File: src/pkg/epd_pkg.sv
// constants shared by the encoder preset, direction and capture block
package epd_pkg;
  // =========================================================
  // register byte offsets
  localparam logic [7:0] OFS_CMD    = 8'h00;
  localparam logic [7:0] OFS_PRESET = 8'h04;
  localparam logic [7:0] OFS_CFG    = 8'h08;
  localparam logic [7:0] OFS_STATUS = 8'h0C;
  localparam logic [7:0] OFS_COUNT  = 8'h10;
  localparam logic [7:0] OFS_LATCH1 = 8'h14;
  localparam logic [7:0] OFS_LATCH2 = 8'h18;
  // =========================================================
  // command bit positions
  localparam int CMD_SET_SW    = 0;
  localparam int CMD_SET_IDX   = 1;
  localparam int CMD_SET_RISE  = 2;
  localparam int CMD_SET_FALL  = 3;
  localparam int CMD_CAP_IDX   = 4;
  localparam int CMD_CAP_RISE  = 5;
  localparam int CMD_CAP_FALL  = 6;
  localparam int CMD_CAP2_RISE = 7;
  localparam int CMD_CAP2_FALL = 8;
  localparam int CMD_W         = 9;
  // =========================================================
  // configuration fields
  localparam int CFG_HYST_W = 16;
  localparam int CFG_INV    = 16;
  localparam int CFG_CONT1  = 17;
  localparam int CFG_CONT2  = 18;
  // =========================================================
  // status bit positions
  localparam int ST_DONE   = 0;
  localparam int ST_CVALID = 1;
  localparam int ST_EVALID = 2;
  localparam int ST_E2VAL  = 3;
  localparam int ST_DIR    = 4;
  // =========================================================
  // reset values
  localparam logic [31:0] RST_WORD = 32'h0000_0000;
  localparam logic [8:0]  RST_CMD  = 9'h000;
  // =========================================================
  // AHB encodings
  localparam logic [1:0] HTRANS_NONSEQ = 2'h2;
  localparam logic [1:0] HTRANS_SEQ    = 2'h3;
  localparam logic       HRESP_OKAY    = 1'b0;
  // =========================================================
  // arbitration owners
  typedef enum logic [2:0] {PO_NONE, PO_SW, PO_IDX, PO_RISE, PO_FALL} epd_powner_t;
  typedef enum logic [1:0] {CO_NONE, CO_IDX, CO_EXT} epd_cowner_t;
endpackage : epd_pkg

File: src/hdl/epd_top.sv
// encoder preset, direction detection and capture arbitration with AHB-Lite registers
`timescale 1ns/1ns
`default_nettype none
module epd_top (
  input  wire logic        CLOCK,
  input  wire logic        RST,
  input  wire logic        HSEL,
  input  wire logic [31:0] HADDR,
  input  wire logic [1:0]  HTRANS,
  input  wire logic        HWRITE,
  input  wire logic [2:0]  HSIZE,
  input  wire logic [31:0] HWDATA,
  input  wire logic        HREADY,
  output logic             HREADYOUT,
  output logic [31:0]      HRDATA,
  output logic             HRESP,
  input  wire logic        COUNT_UP,
  input  wire logic        COUNT_DN,
  input  wire logic        CYCLE_STROBE,
  input  wire logic        ZERO_PULSE,
  input  wire logic        LATCH_EXT,
  input  wire logic        GATE_LATCH,
  output logic             DIR_FLAG
);
  import epd_pkg::*;

  logic [CMD_W-1:0] cmd_q, cmd_prev_q;
  logic [31:0]      preset_q, cfg_q, cnt_q, prev_q, latch1_q, latch2_q;
  logic             wr_q;
  logic [7:0]       wa_q;
  logic [31:0]      rdata_q;
  logic [2:0]       zs_q, ls_q, gs_q;
  logic             z_rise, l_rise, l_fall, g_rise, g_fall;
  epd_powner_t      pown_q;
  epd_cowner_t      cown_q;
  logic             done_q, pfire, cvalid_q, evalid_q, e2valid_q;
  logic             cap1, cap2;
  logic             dir_q, first_q, wrap_q, wrap_now;
  logic [31:0]      diff;
  logic             inv;
  logic [CFG_HYST_W-1:0] hyst, run_q, run_n;
  logic             last_q, seen_q, chg_q, hit_q, chg_n, hit_n, pulse, pdir;
  logic [CMD_W-1:0] cmd_rise;

  // =========================================================
  // AHB-Lite slave, zero wait states
  logic acc;
  assign acc = HSEL && HREADY && (HTRANS == HTRANS_NONSEQ || HTRANS == HTRANS_SEQ);
  assign HREADYOUT = 1'b1;
  assign HRESP     = HRESP_OKAY;
  assign HRDATA    = rdata_q;

  always_ff @(posedge CLOCK or posedge RST) begin
    if (RST) begin
      wr_q <= 1'b0;
      wa_q <= 8'h00;
    end else begin
      wr_q <= acc && HWRITE;
      wa_q <= HADDR[7:0];
    end
  end

  always_ff @(posedge CLOCK or posedge RST) begin
    if (RST) begin
      rdata_q <= RST_WORD;
    end else if (acc && !HWRITE) begin
      if (HADDR[7:0] == OFS_CMD) begin
        rdata_q <= {23'h00_0000, cmd_q};
      end else if (HADDR[7:0] == OFS_PRESET) begin
        rdata_q <= preset_q;
      end else if (HADDR[7:0] == OFS_CFG) begin
        rdata_q <= cfg_q;
      end else if (HADDR[7:0] == OFS_STATUS) begin
        rdata_q <= {27'h000_0000, dir_q, e2valid_q, evalid_q, cvalid_q, done_q};
      end else if (HADDR[7:0] == OFS_COUNT) begin
        rdata_q <= cnt_q;
      end else if (HADDR[7:0] == OFS_LATCH1) begin
        rdata_q <= latch1_q;
      end else if (HADDR[7:0] == OFS_LATCH2) begin
        rdata_q <= latch2_q;
      end else begin
        rdata_q <= RST_WORD;
      end
    end
  end

  always_ff @(posedge CLOCK or posedge RST) begin
    if (RST) begin
      cmd_q    <= RST_CMD;
      preset_q <= RST_WORD;
      cfg_q    <= RST_WORD;
    end else if (wr_q) begin
      if (wa_q == OFS_CMD) begin
        cmd_q <= HWDATA[CMD_W-1:0];
      end else if (wa_q == OFS_PRESET) begin
        preset_q <= HWDATA;
      end else if (wa_q == OFS_CFG) begin
        cfg_q <= {13'h0000, HWDATA[18:0]};
      end
    end
  end

  always_ff @(posedge CLOCK or posedge RST) begin
    if (RST) begin
      cmd_prev_q <= RST_CMD;
    end else begin
      cmd_prev_q <= cmd_q;
    end
  end
  assign cmd_rise = cmd_q & ~cmd_prev_q;
  assign hyst = cfg_q[CFG_HYST_W-1:0];
  assign inv  = cfg_q[CFG_INV];

  // =========================================================
  // pin synchronisers; edges only from stages two and three
  always_ff @(posedge CLOCK or posedge RST) begin
    if (RST) begin
      zs_q <= 3'h0;
      ls_q <= 3'h0;
      gs_q <= 3'h0;
    end else begin
      zs_q <= {zs_q[1:0], ZERO_PULSE};
      ls_q <= {ls_q[1:0], LATCH_EXT};
      gs_q <= {gs_q[1:0], GATE_LATCH};
    end
  end
  assign z_rise = zs_q[1] && !zs_q[2];
  assign l_rise = ls_q[1] && !ls_q[2];
  assign l_fall = !ls_q[1] && ls_q[2];
  assign g_rise = gs_q[1] && !gs_q[2];
  assign g_fall = !gs_q[1] && gs_q[2];

  // =========================================================
  // preset arbitration
  logic pre_any;
  assign pre_any = |cmd_q[CMD_SET_FALL:CMD_SET_SW];

  always_comb begin
    case (pown_q)
      PO_SW:   pfire = cmd_q[CMD_SET_SW] && !done_q;
      PO_IDX:  pfire = cmd_q[CMD_SET_IDX] && !done_q && z_rise;
      PO_RISE: pfire = cmd_q[CMD_SET_RISE] && !done_q && l_rise;
      PO_FALL: pfire = cmd_q[CMD_SET_FALL] && !done_q && l_fall;
      default: pfire = 1'b0;
    endcase
  end

  // later commands stay armed but never take ownership
  always_ff @(posedge CLOCK or posedge RST) begin
    if (RST) begin
      pown_q <= PO_NONE;
    end else if (!pre_any) begin
      pown_q <= PO_NONE;
    end else if (pown_q == PO_NONE && !done_q) begin
      if (cmd_rise[CMD_SET_SW]) begin
        pown_q <= PO_SW;
      end else if (cmd_rise[CMD_SET_IDX]) begin
        pown_q <= PO_IDX;
      end else if (cmd_rise[CMD_SET_RISE]) begin
        pown_q <= PO_RISE;
      end else if (cmd_rise[CMD_SET_FALL]) begin
        pown_q <= PO_FALL;
      end
    end
  end

  always_ff @(posedge CLOCK or posedge RST) begin
    if (RST) begin
      done_q <= 1'b0;
    end else if (pfire) begin
      done_q <= 1'b1;
    end else if (!pre_any) begin
      done_q <= 1'b0;
    end
  end

  // =========================================================
  // counter, preset load and wrap detection
  assign pulse    = COUNT_UP ^ COUNT_DN;
  assign wrap_now = !pfire && pulse &&
                    ((COUNT_UP && cnt_q == 32'hFFFF_FFFF) || (COUNT_DN && cnt_q == 32'h0000_0000));

  always_ff @(posedge CLOCK or posedge RST) begin
    if (RST) begin
      cnt_q <= RST_WORD;
    end else if (pfire) begin
      cnt_q <= preset_q;
    end else if (pulse && COUNT_UP) begin
      cnt_q <= cnt_q + 32'h0000_0001;
    end else if (pulse) begin
      cnt_q <= cnt_q - 32'h0000_0001;
    end
  end

  always_ff @(posedge CLOCK or posedge RST) begin
    if (RST) begin
      wrap_q <= 1'b0;
    end else if (wrap_now) begin
      wrap_q <= 1'b1;
    end else if (CYCLE_STROBE) begin
      wrap_q <= 1'b0;
    end
  end

  // =========================================================
  // direction and reversal evaluation
  // in sign mode a wrap in the cycle holds the direction; preset jumps stay visible
  assign diff = cnt_q - prev_q;
  assign pdir = COUNT_DN ^ inv;

  always_comb begin
    run_n = run_q;
    chg_n = chg_q;
    hit_n = hit_q;
    if (pulse) begin
      if (seen_q && pdir != last_q) begin
        run_n = {{(CFG_HYST_W-1){1'b0}}, 1'b1};
        chg_n = 1'b1;
      end else if (run_q != {CFG_HYST_W{1'b1}}) begin
        run_n = run_q + {{(CFG_HYST_W-1){1'b0}}, 1'b1};
      end
      hit_n = hit_q || (chg_n && run_n > hyst);
    end
  end

  always_ff @(posedge CLOCK or posedge RST) begin
    if (RST) begin
      run_q  <= '0;
      chg_q  <= 1'b0;
      hit_q  <= 1'b0;
      seen_q <= 1'b0;
      last_q <= 1'b0;
    end else if (CYCLE_STROBE) begin
      run_q  <= '0;
      chg_q  <= 1'b0;
      hit_q  <= 1'b0;
      seen_q <= 1'b0;
    end else begin
      run_q <= run_n;
      chg_q <= chg_n;
      hit_q <= hit_n;
      if (pulse) begin
        seen_q <= 1'b1;
        last_q <= pdir;
      end
    end
  end

  always_ff @(posedge CLOCK or posedge RST) begin
    if (RST) begin
      dir_q   <= 1'b0;
      first_q <= 1'b1;
      prev_q  <= RST_WORD;
    end else if (CYCLE_STROBE) begin
      prev_q  <= cnt_q;
      first_q <= 1'b0;
      if (first_q) begin
        dir_q <= 1'b0;
      end else if (hyst != '0) begin
        dir_q <= hit_n;
      end else if (!wrap_q && !wrap_now && diff != 32'h0000_0000) begin
        dir_q <= diff[31] ^ inv;
      end
    end
  end
  assign DIR_FLAG = dir_q;

  // =========================================================
  // primary capture arbitration
  logic cap_any;
  assign cap_any = |cmd_q[CMD_CAP_FALL:CMD_CAP_IDX];

  always_comb begin
    case (cown_q)
      CO_IDX:  cap1 = cmd_q[CMD_CAP_IDX] && !cvalid_q && z_rise;
      CO_EXT:  cap1 = (!evalid_q || cfg_q[CFG_CONT1]) &&
                      ((cmd_q[CMD_CAP_RISE] && l_rise) || (cmd_q[CMD_CAP_FALL] && l_fall));
      default: cap1 = 1'b0;
    endcase
  end

  always_ff @(posedge CLOCK or posedge RST) begin
    if (RST) begin
      cown_q <= CO_NONE;
    end else if (!cap_any) begin
      cown_q <= CO_NONE;
    end else if (cown_q == CO_NONE && !cvalid_q && !evalid_q) begin
      if (cmd_rise[CMD_CAP_IDX]) begin
        cown_q <= CO_IDX;
      end else if (cmd_rise[CMD_CAP_RISE] || cmd_rise[CMD_CAP_FALL]) begin
        cown_q <= CO_EXT;
      end
    end
  end

  always_ff @(posedge CLOCK or posedge RST) begin
    if (RST) begin
      cvalid_q <= 1'b0;
      evalid_q <= 1'b0;
      latch1_q <= RST_WORD;
    end else if (cap1) begin
      latch1_q <= cnt_q;
      if (cown_q == CO_IDX) begin
        cvalid_q <= 1'b1;
      end else begin
        evalid_q <= 1'b1;
      end
    end else if (!cap_any) begin
      cvalid_q <= 1'b0;
      evalid_q <= 1'b0;
    end
  end

  // =========================================================
  // second capture source on the gate input
  logic cap2_any;
  assign cap2_any = cmd_q[CMD_CAP2_RISE] || cmd_q[CMD_CAP2_FALL];
  assign cap2 = (!e2valid_q || cfg_q[CFG_CONT2]) &&
                ((cmd_q[CMD_CAP2_RISE] && g_rise) || (cmd_q[CMD_CAP2_FALL] && g_fall));

  always_ff @(posedge CLOCK or posedge RST) begin
    if (RST) begin
      e2valid_q <= 1'b0;
      latch2_q  <= RST_WORD;
    end else if (cap2) begin
      latch2_q  <= cnt_q;
      e2valid_q <= 1'b1;
    end else if (!cap2_any) begin
      e2valid_q <= 1'b0;
    end
  end
endmodule : epd_top
`default_nettype wire

File: config.mk
export PLATFORM = sky130hd
export DESIGN_NAME = epd_top
export DESIGN_NICKNAME = d
export VERILOG_FILES = /design/src/pkg/epd_pkg.sv /design/src/hdl/epd_top.sv
export SDC_FILE = /design/constraint.sdc
export NUM_CORES = 1
export LEC_CHECK = 0
export ABC_AREA = 1
export BUFFER_PORTS_ARGS = -buffer_cell sky130_fd_sc_hd__buf_2
export CAP_MARGIN = 0
export CORE_ASPECT_RATIO = 1.25
export CORE_MARGIN = 2
export CORE_UTILIZATION = 50
export DETAILED_ROUTE_END_ITERATION = 8
export PLACE_DENSITY = 0.68
export SYNTH_ARGS = -nofsm -noshare
export SYNTH_HDL_FRONTEND = slang
export SYNTH_SLANG_ARGS = --single-unit
File: constraint.sdc
create_clock -name CLOCK -period 18 [get_ports CLOCK]
set_clock_uncertainty 0.15 [all_clocks]
set_input_delay 1.8 -clock CLOCK [delete_from_list [all_inputs] [get_ports CLOCK]]
set_output_delay 1.8 -clock CLOCK [all_outputs]
set_load 0.005 [all_outputs]
==> results of run 1 <==
placed cells by master (no fill, tap or decap), drive strengths merged, types with 2 or more instances in the layout:
master    instances
nand2           619
inv             378
dfrtp           276
o21ai           250
nor2            145
a21oi           126
buf              97
ha               82
nand3            73
clkbuf           39
nor3             35
a221oi           32
nand4            28
o22ai            22
xor2             21
o221ai           18
nor4             17
mux2             13
o211ai           13
a31oi            13
or2              13
and2              8
xnor2             7
clkinv            7
o21bai            6
a21o              5
o21a              5
nand3b            4
clkinvlp          4
o2111ai           3
a211oi            3
a21boi            3
a41oi             2
o31ai             2
conb              2
bufinv            2
final timing paths:
| kind | startpoint | end | slack (ns) | cells after the start |
|---|---|---|---|---|
| max | COUNT_DN | cnt_q[29] | 13.00 | 17 |
| min | zs_q[0] | zs_q[1] | 0.20 | 0 |
| max reg2reg | run_q[4] | DIR_FLAG | 13.96 | 25 |
| min reg2reg | zs_q[0] | zs_q[1] | 0.20 | 0 |
| max in group asynchronous | RST | run_q[13] | 14.09 | 4 |
| min in group asynchronous | RST | HRDATA[22] | 1.29 | 2 |
stage by stage:
stage            util  cells  setup slack, ns  cell area [um2]
6_report       0.5590   2802            13.00            18730
5_1_grt        0.5590   2802            12.78            18730
4_1_cts        0.5590   2802            13.06            18730
3_5_place_dp   0.5308   2750            12.47            17780
3_3_place_gp   0.5308   2750            12.55            17780
2_1_floorplan       -   2295            8.415            16970
worst reg2reg max path, stage by stage (launching register included):
cell,delay (ns)
dfrtp_1,0.37
nand2_1,0.13
nor2_1,0.11
inv_1,0.08
nor3_1,0.13
inv_1,0.09
nor3_1,0.24
nand3_1,0.19
nor2_1,0.26
inv_1,0.07
o21ai_1,0.14
nand3_1,0.09
nand2_1,0.09
inv_1,0.06
ha_1,0.29
nand2_1,0.07
inv_1,0.07
nand4_1,0.12
nor4_1,0.43
a211oi_1,0.15
o21ai_1,0.23
nand3_1,0.11
o21ai_1,0.09
nor2_1,0.05
nand3_1,0.07
nand2_1,0.06
power by group through the flow:
stage	Combinational [mW]	Sequential, mW	Clock, mW
after global routing	1.65	0.919	0.632
final	1.45	0.901	0.597
after floorplan	1.10	0.854	0
after global placement	1.41	0.901	0
after CTS	1.44	0.897	0.606
after detailed placement	1.43	0.907	0
state kept, by name, summed over array words and instances (netlist names), 7 cells and up:
register,count
latch1_q,32
run_q,16
wa_q,8
preset_q,32
latch2_q,32
HRDATA,32
cnt_q,32
cfg_q,19
cmd_q,9
prev_q,32
cmd_prev_q,7
routing by layer:
metal / global-route usage / vias up
met1: 0.3706 / 7261
met4: 0.09423 / 0
li1: - / 7643
met3: 0.03154 / 90
met2: 0.4915 / 415
met5: 0 / -
area by class of cell:
type	instances	share of cell area
multi-input cells	1575	0.4473
inverters	378	0.07617
well taps	423	0.02826
flip-flops and latches	277	0.3702
clock inverters	13	0.006882
repair buffers	97	0.02766
clock buffers	39	0.04343
kinds of logic (layout without fill, tap and decap cells):
logic type,count (synthesis),after routing,synth area share
buffers and inverters,443,527,0.09983
flip-flops,277,277,0.4085
AO/OA/AOI/OAI,507,507,0.1721
other,2,2,0.0004425
AND/OR/NAND/NOR,942,942,0.2344
multiplexers,13,13,0.008626
XOR/XNOR,28,28,0.01445
adder cells (fa/ha/maj),83,83,0.06164
==> metrics, run 1 <==
detailed-route wire length per cell between 15 and 20 um; post-layout min period 5.003 ns; number of max-cap violations 0; TritonCTS sink count between 200 and 300; unrepaired setup endpoints after global routing false; status finished, final reports clean; post-synth top area share 0.4070; clk root buf clkbuf_16; filler instances between 3,000 and 4,000; initial antenna violation count 0; DR DRC count 0; clock tree buffer depth 3; TritonCTS Buffers 29; worst setup path class in -> reg; initial DRC count 1,165; slowest stage cell, crit path inv_1; Max VDD drop 0.00008554 V; post-DP HPWL 37,180 um; GP Congestion 0.9022; Setup-failing EPs final 0; internal power 1.604 mW; Worst Setup End Kind flip-flop; largest cells by area after synthesis dfrtp_1, nand2_1, inv_1; final worst-path cycle share 0.2779; Worst Max-Slew Pin Slew 1.152 ns; Syn Std Cell Area 16,970 um2; antenna cells 0; H-tree depth 1; Pwr Total 2.947 mW; GRT overflow 0; top post-synthesis cells by count nand2_1, inv_1, dfrtp_1, o21ai_0, nor2_1; Sw Share 0.4558; top layer in use met4; total setup buffers inserted after CTS 0; Clk pin slew, worst setup/hold paths around 0.060 ns; predominant post-synthesis flop cell dfrtp_1; layout cells sized above 1 0.09710; Initial Util 0.5066; Post-Route WL 49,390 um; hold-fix buffer count after cts 0; Fmax achieved 0.1999 GHz; data required time at the worst endpoint around 18 ns; Net Switching ~1.3 mW; Hold WS 0.1988 ns; cell count after synthesis 2,295; flops & latches, synth 277; Flop pwr share 0.306; Syn Area/Cell 7.394 um2; Detailed Routing Iterations Pass 1 5; Core Area between 30,000 and 40,000 um2; Resized Gates After CTS 0; Skew-Pair Late Insertion Delay 0.57 ns; Warnings, synthesis 0; post-synthesis async set-or-reset flop share 1.000; Via density 5.499; Pleak 9.687 nW; CP max stage delay about 0.84 ns; Largest delay share family, worst path compound AO/OA/AOI/OAI gates; global-route total usage across every layer 0.2835; multi-input combinational cell area 8377 um2; Crit Path Max Fanout 31; vias in the first global route ~15,000; crit path launch type primary input; Worst slew margin 0.2291; Post-synth EDFFs 0; post-route setup TNS 0 ns; PD cells 157.4 nW/um2; Rows 75; worst-path cell chain buf_2 -> inv_1 -> ha_1 -> inv_1 -> ha_1 -> a21oi_1 -> nand2_1 -> a21oi_2 -> inv_1 -> a21oi_2 -> inv_2 -> a21oi_2 -> o21ai_0 -> a21oi_1 -> o21ai_1 -> nand2_1 -> o21ai_1; IO Pins around 120; syn_nets approximately 2,500; crit path buf inv count 5; CTS tree built; met3 wire len between 2000 and 3000 um; Die Footprint approximately 35,000 um2; wire length of the first global-routing pass 79,650 um; Area Growth Syn to Fin 10.34%; DR WL met2 23,740 um; register area share after synthesis 0.4085; FF+latch area ~6900 um2; Clk pwr share 0.203; crit path DAT 5.27 ns; final slew viol count 0; largest net degree at the start of global routing between 100 and 150; IO buf count 84; met1 wire length ~22,000 um; Worst Hold Class reg -> reg; Yosys top cell by area dfrtp_1; Die Width roughly 170 um; Comb pwr share 0.492; Synth cell types 55; count leader, synth nand2_1; nets@finish 2,521; Final Hold Viols 0; Die Ht 210.0 um; via count around 15,000; ANT nets after route 0
Note: power is estimated with default switching activity, not from simulation.
==> run 2, diff against run 1 <==
- clock period: 18 -> 5.2 ns (I/O delays scaled with it)
==> run 2 against run 1 <==
Against the previous run: design area increased by 0.42%; utilization rose by 0.24 points; non-clock buffer count up 11; worst hold slack worse by 0.17 ns; via count rose by 1.2%; combinational power rose to 3.4 times the previous value; setup slack worse by 12 ns.
==> metrics, run 2 (synthesis results as in run 1) <==
unrepaired setup endpoints after global routing false (unchanged); final worst-path cycle share 0.7579; TritonCTS sink count 277 (unchanged); Worst Hold Class in -> reg (was reg -> reg); most frequent cells in the layout nand2_1, inv_1, dfrtp_1 (unchanged); Core Area 33,500 um2 (unchanged); initial DRC count 1,317 (was 1,165); most common cell after layout, fill and taps aside nand2_1 (unchanged); dpl cell area 17,800 um2 (was 17,780 um2); vias in the first global route 15,179 (was 15,236); DR WL met2 23,990 um (was 23,740 um); crit path launch type flip-flop (was primary input); Rows 75 (unchanged); layout cells sized above 1 0.09594 (was 0.09710); global-route total usage across every layer 0.2845 (was 0.2835); CTS tree built (unchanged); GRT overflow 0 (unchanged); ANT nets after route 0 (unchanged); Fmax achieved 0.2537 GHz; detailed-route wire length per cell 17.54 um (was 17.63 um); slack of the critical path 1.259 ns (was 13.00 ns); data required time at the worst endpoint 5.50 ns (was 18.26 ns); Skew-Pair Late Insertion Delay 0.56 ns (was 0.57 ns); IO Pins 115 (unchanged); PD cells 537.7 nW/um2 (was 157.4 nW/um2); GP Congestion 0.9558 (was 0.9022); nets@finish 2,530 (was 2,521); Crit Path Max Fanout 6 (was 31); top layer in use met4 (unchanged); met1 wire length 21,530 um (was 21,520 um); Max VDD drop 0.0002751 V (was 0.00008554 V); Pwr Total 10.11 mW (was 2.947 mW); initial antenna violation count 0 (unchanged); number of max-cap violations 0 (unchanged); Core Util, Final 0.5613 (was 0.5590); filler instances 3,174 (was 3,275); final slew viol count 0 (unchanged); Pleak 9.712 nW (was 9.687 nW); Worst Setup End Kind flip-flop (unchanged); Clk pin slew, worst setup/hold paths 0.06 ns (about the same); dpl ws 0.9952 ns (was 12.47 ns); DR DRC count 0 (unchanged); Final Hold Viols 0 (unchanged); Die Ht 210.0 um (unchanged); Hold WS 0.03115 ns (was 0.1988 ns); Resized Gates After CTS 0 (unchanged); Die Footprint 35,440 um2 (unchanged); antenna cells 0 (unchanged); IO buf count 84 (unchanged); Die Width 168.8 um (unchanged); Area Growth Syn to Fin 10.81% (was 10.34%); Post-Layout Cell Count 2,810 (was 2,802); via count 15,589 (was 15,409); Setup-failing EPs final 0 (unchanged); Initial Util 0.5066 (unchanged); TritonCTS Buffers 27 (was 29); Detailed Routing Iterations Pass 1 5 (unchanged); H-tree depth 1 (unchanged); clock tree buffer depth 3 (unchanged); worst setup path class reg -> reg (was in -> reg); largest net degree at the start of global routing 128 (was 141); met3 wire len 2387 um (was 2532 um); final instance area 18,800 um2 (was 18,730 um2); post-route setup TNS 0 ns (unchanged); wire length of the first global-routing pass 80,040 um (was 79,650 um); Worst slew margin 0.1998 (was 0.2291); DP Cell Count 2,750 (unchanged); post-layout min period 3.941 ns; Worst Max-Slew Pin Slew 1.196 ns (was 1.152 ns); Post-Route WL 49,290 um (was 49,390 um); crit path DAT 4.24 ns (was 5.27 ns); clk root buf clkbuf_16 (unchanged); post-DP HPWL 37,160 um (was 37,180 um); Via density 5.548 (was 5.499); status finished, final reports clean (unchanged)
-- run 2: cell count changes in the layout (fill, tap and decap cells not counted) --
cell           change
nor2_4             +2
clkbuf_8           +3
clkinvlp_4         -1
clkbuf_1           -1
clkinv_4           +1
nor2_2             -2
clkbuf_16          -2
inv_6              +1
buf_12             +1
bufinv_16          -1
inv_8              -1
buf_4              -1
dlygate4sd3_1     +11
clkinv_2           -2
-- run 2: layout make-up --
| cell class | instances | area, um2 | area share |
|---|---|---|---|
| clock buffers | 39 | 800.8 | 0.04258 |
| multi-input cells | 1575 | 8387 | 0.4460 |
| repair buffers | 108 | 640.6 | 0.03407 |
| well taps | 423 | 529.3 | 0.02815 |
| clock inverters | 10 | 91.34 | 0.004857 |
| flip-flops and latches | 277 | 6933 | 0.3687 |
| inverters | 378 | 1423 | 0.07565 |
-- run 2: path summary, 6_finish.rpt --
check	start	to	slack [ns]	cells after the start
max	run_q[0]	DIR_FLAG	1.26	25
min reg2reg	zs_q[0]	zs_q[1]	0.18	0
max reg2reg	run_q[0]	DIR_FLAG	1.26	25
min	HADDR[2]	wa_q[2]	0.03	1
max in group asynchronous	RST	cnt_q[25]	3.46	4
min in group asynchronous	RST	latch1_q[19]	0.28	3
-- run 2: repair_timing --
item                                   in CTS  in global routing
hold buffers                               11                  0
buffers inserted                            0                  0
endpoints found under the hold margin      13                  0
setup endpoints to repair                   0                  0
-- run 2: metal layers --
| metal | GRT usage | vias to the layer above |
|---|---|---|
| met5 | 0 | - |
| met4 | 0.08740 | 0 |
| met3 | 0.02478 | 72 |
| met2 | 0.4881 | 455 |
| met1 | 0.3842 | 7411 |
| li1 | - | 7651 |
-- run 2: where the power goes --
group / internal (mW) / switching (mW)
registers: 2.63 / 0.493
clock network: 1.12 / 0.866
logic: 1.73 / 3.27
total: 5.48 / 4.63
-- run 2: critical path, stage by stage (launching register included) --
cell and delay, ns:
dfrtp_1 0.39, ha_1 0.24, nand3_1 0.13, inv_1 0.09, nand2_1 0.08, nor2_1 0.18
inv_1 0.07, nor2_1 0.19, inv_1 0.14, nand3_2 0.15, nor2_1 0.07, xor2_1 0.14
nand2_1 0.08, inv_1 0.07, ha_1 0.29, nand2_1 0.05, nor2_1 0.09, nand4_1 0.12
nor4_1 0.41, a211oi_1 0.13, o21ai_1 0.21, nand3_1 0.11, o21ai_1 0.09, nor2_1 0.05
nand3_1 0.07, nand2_1 0.06
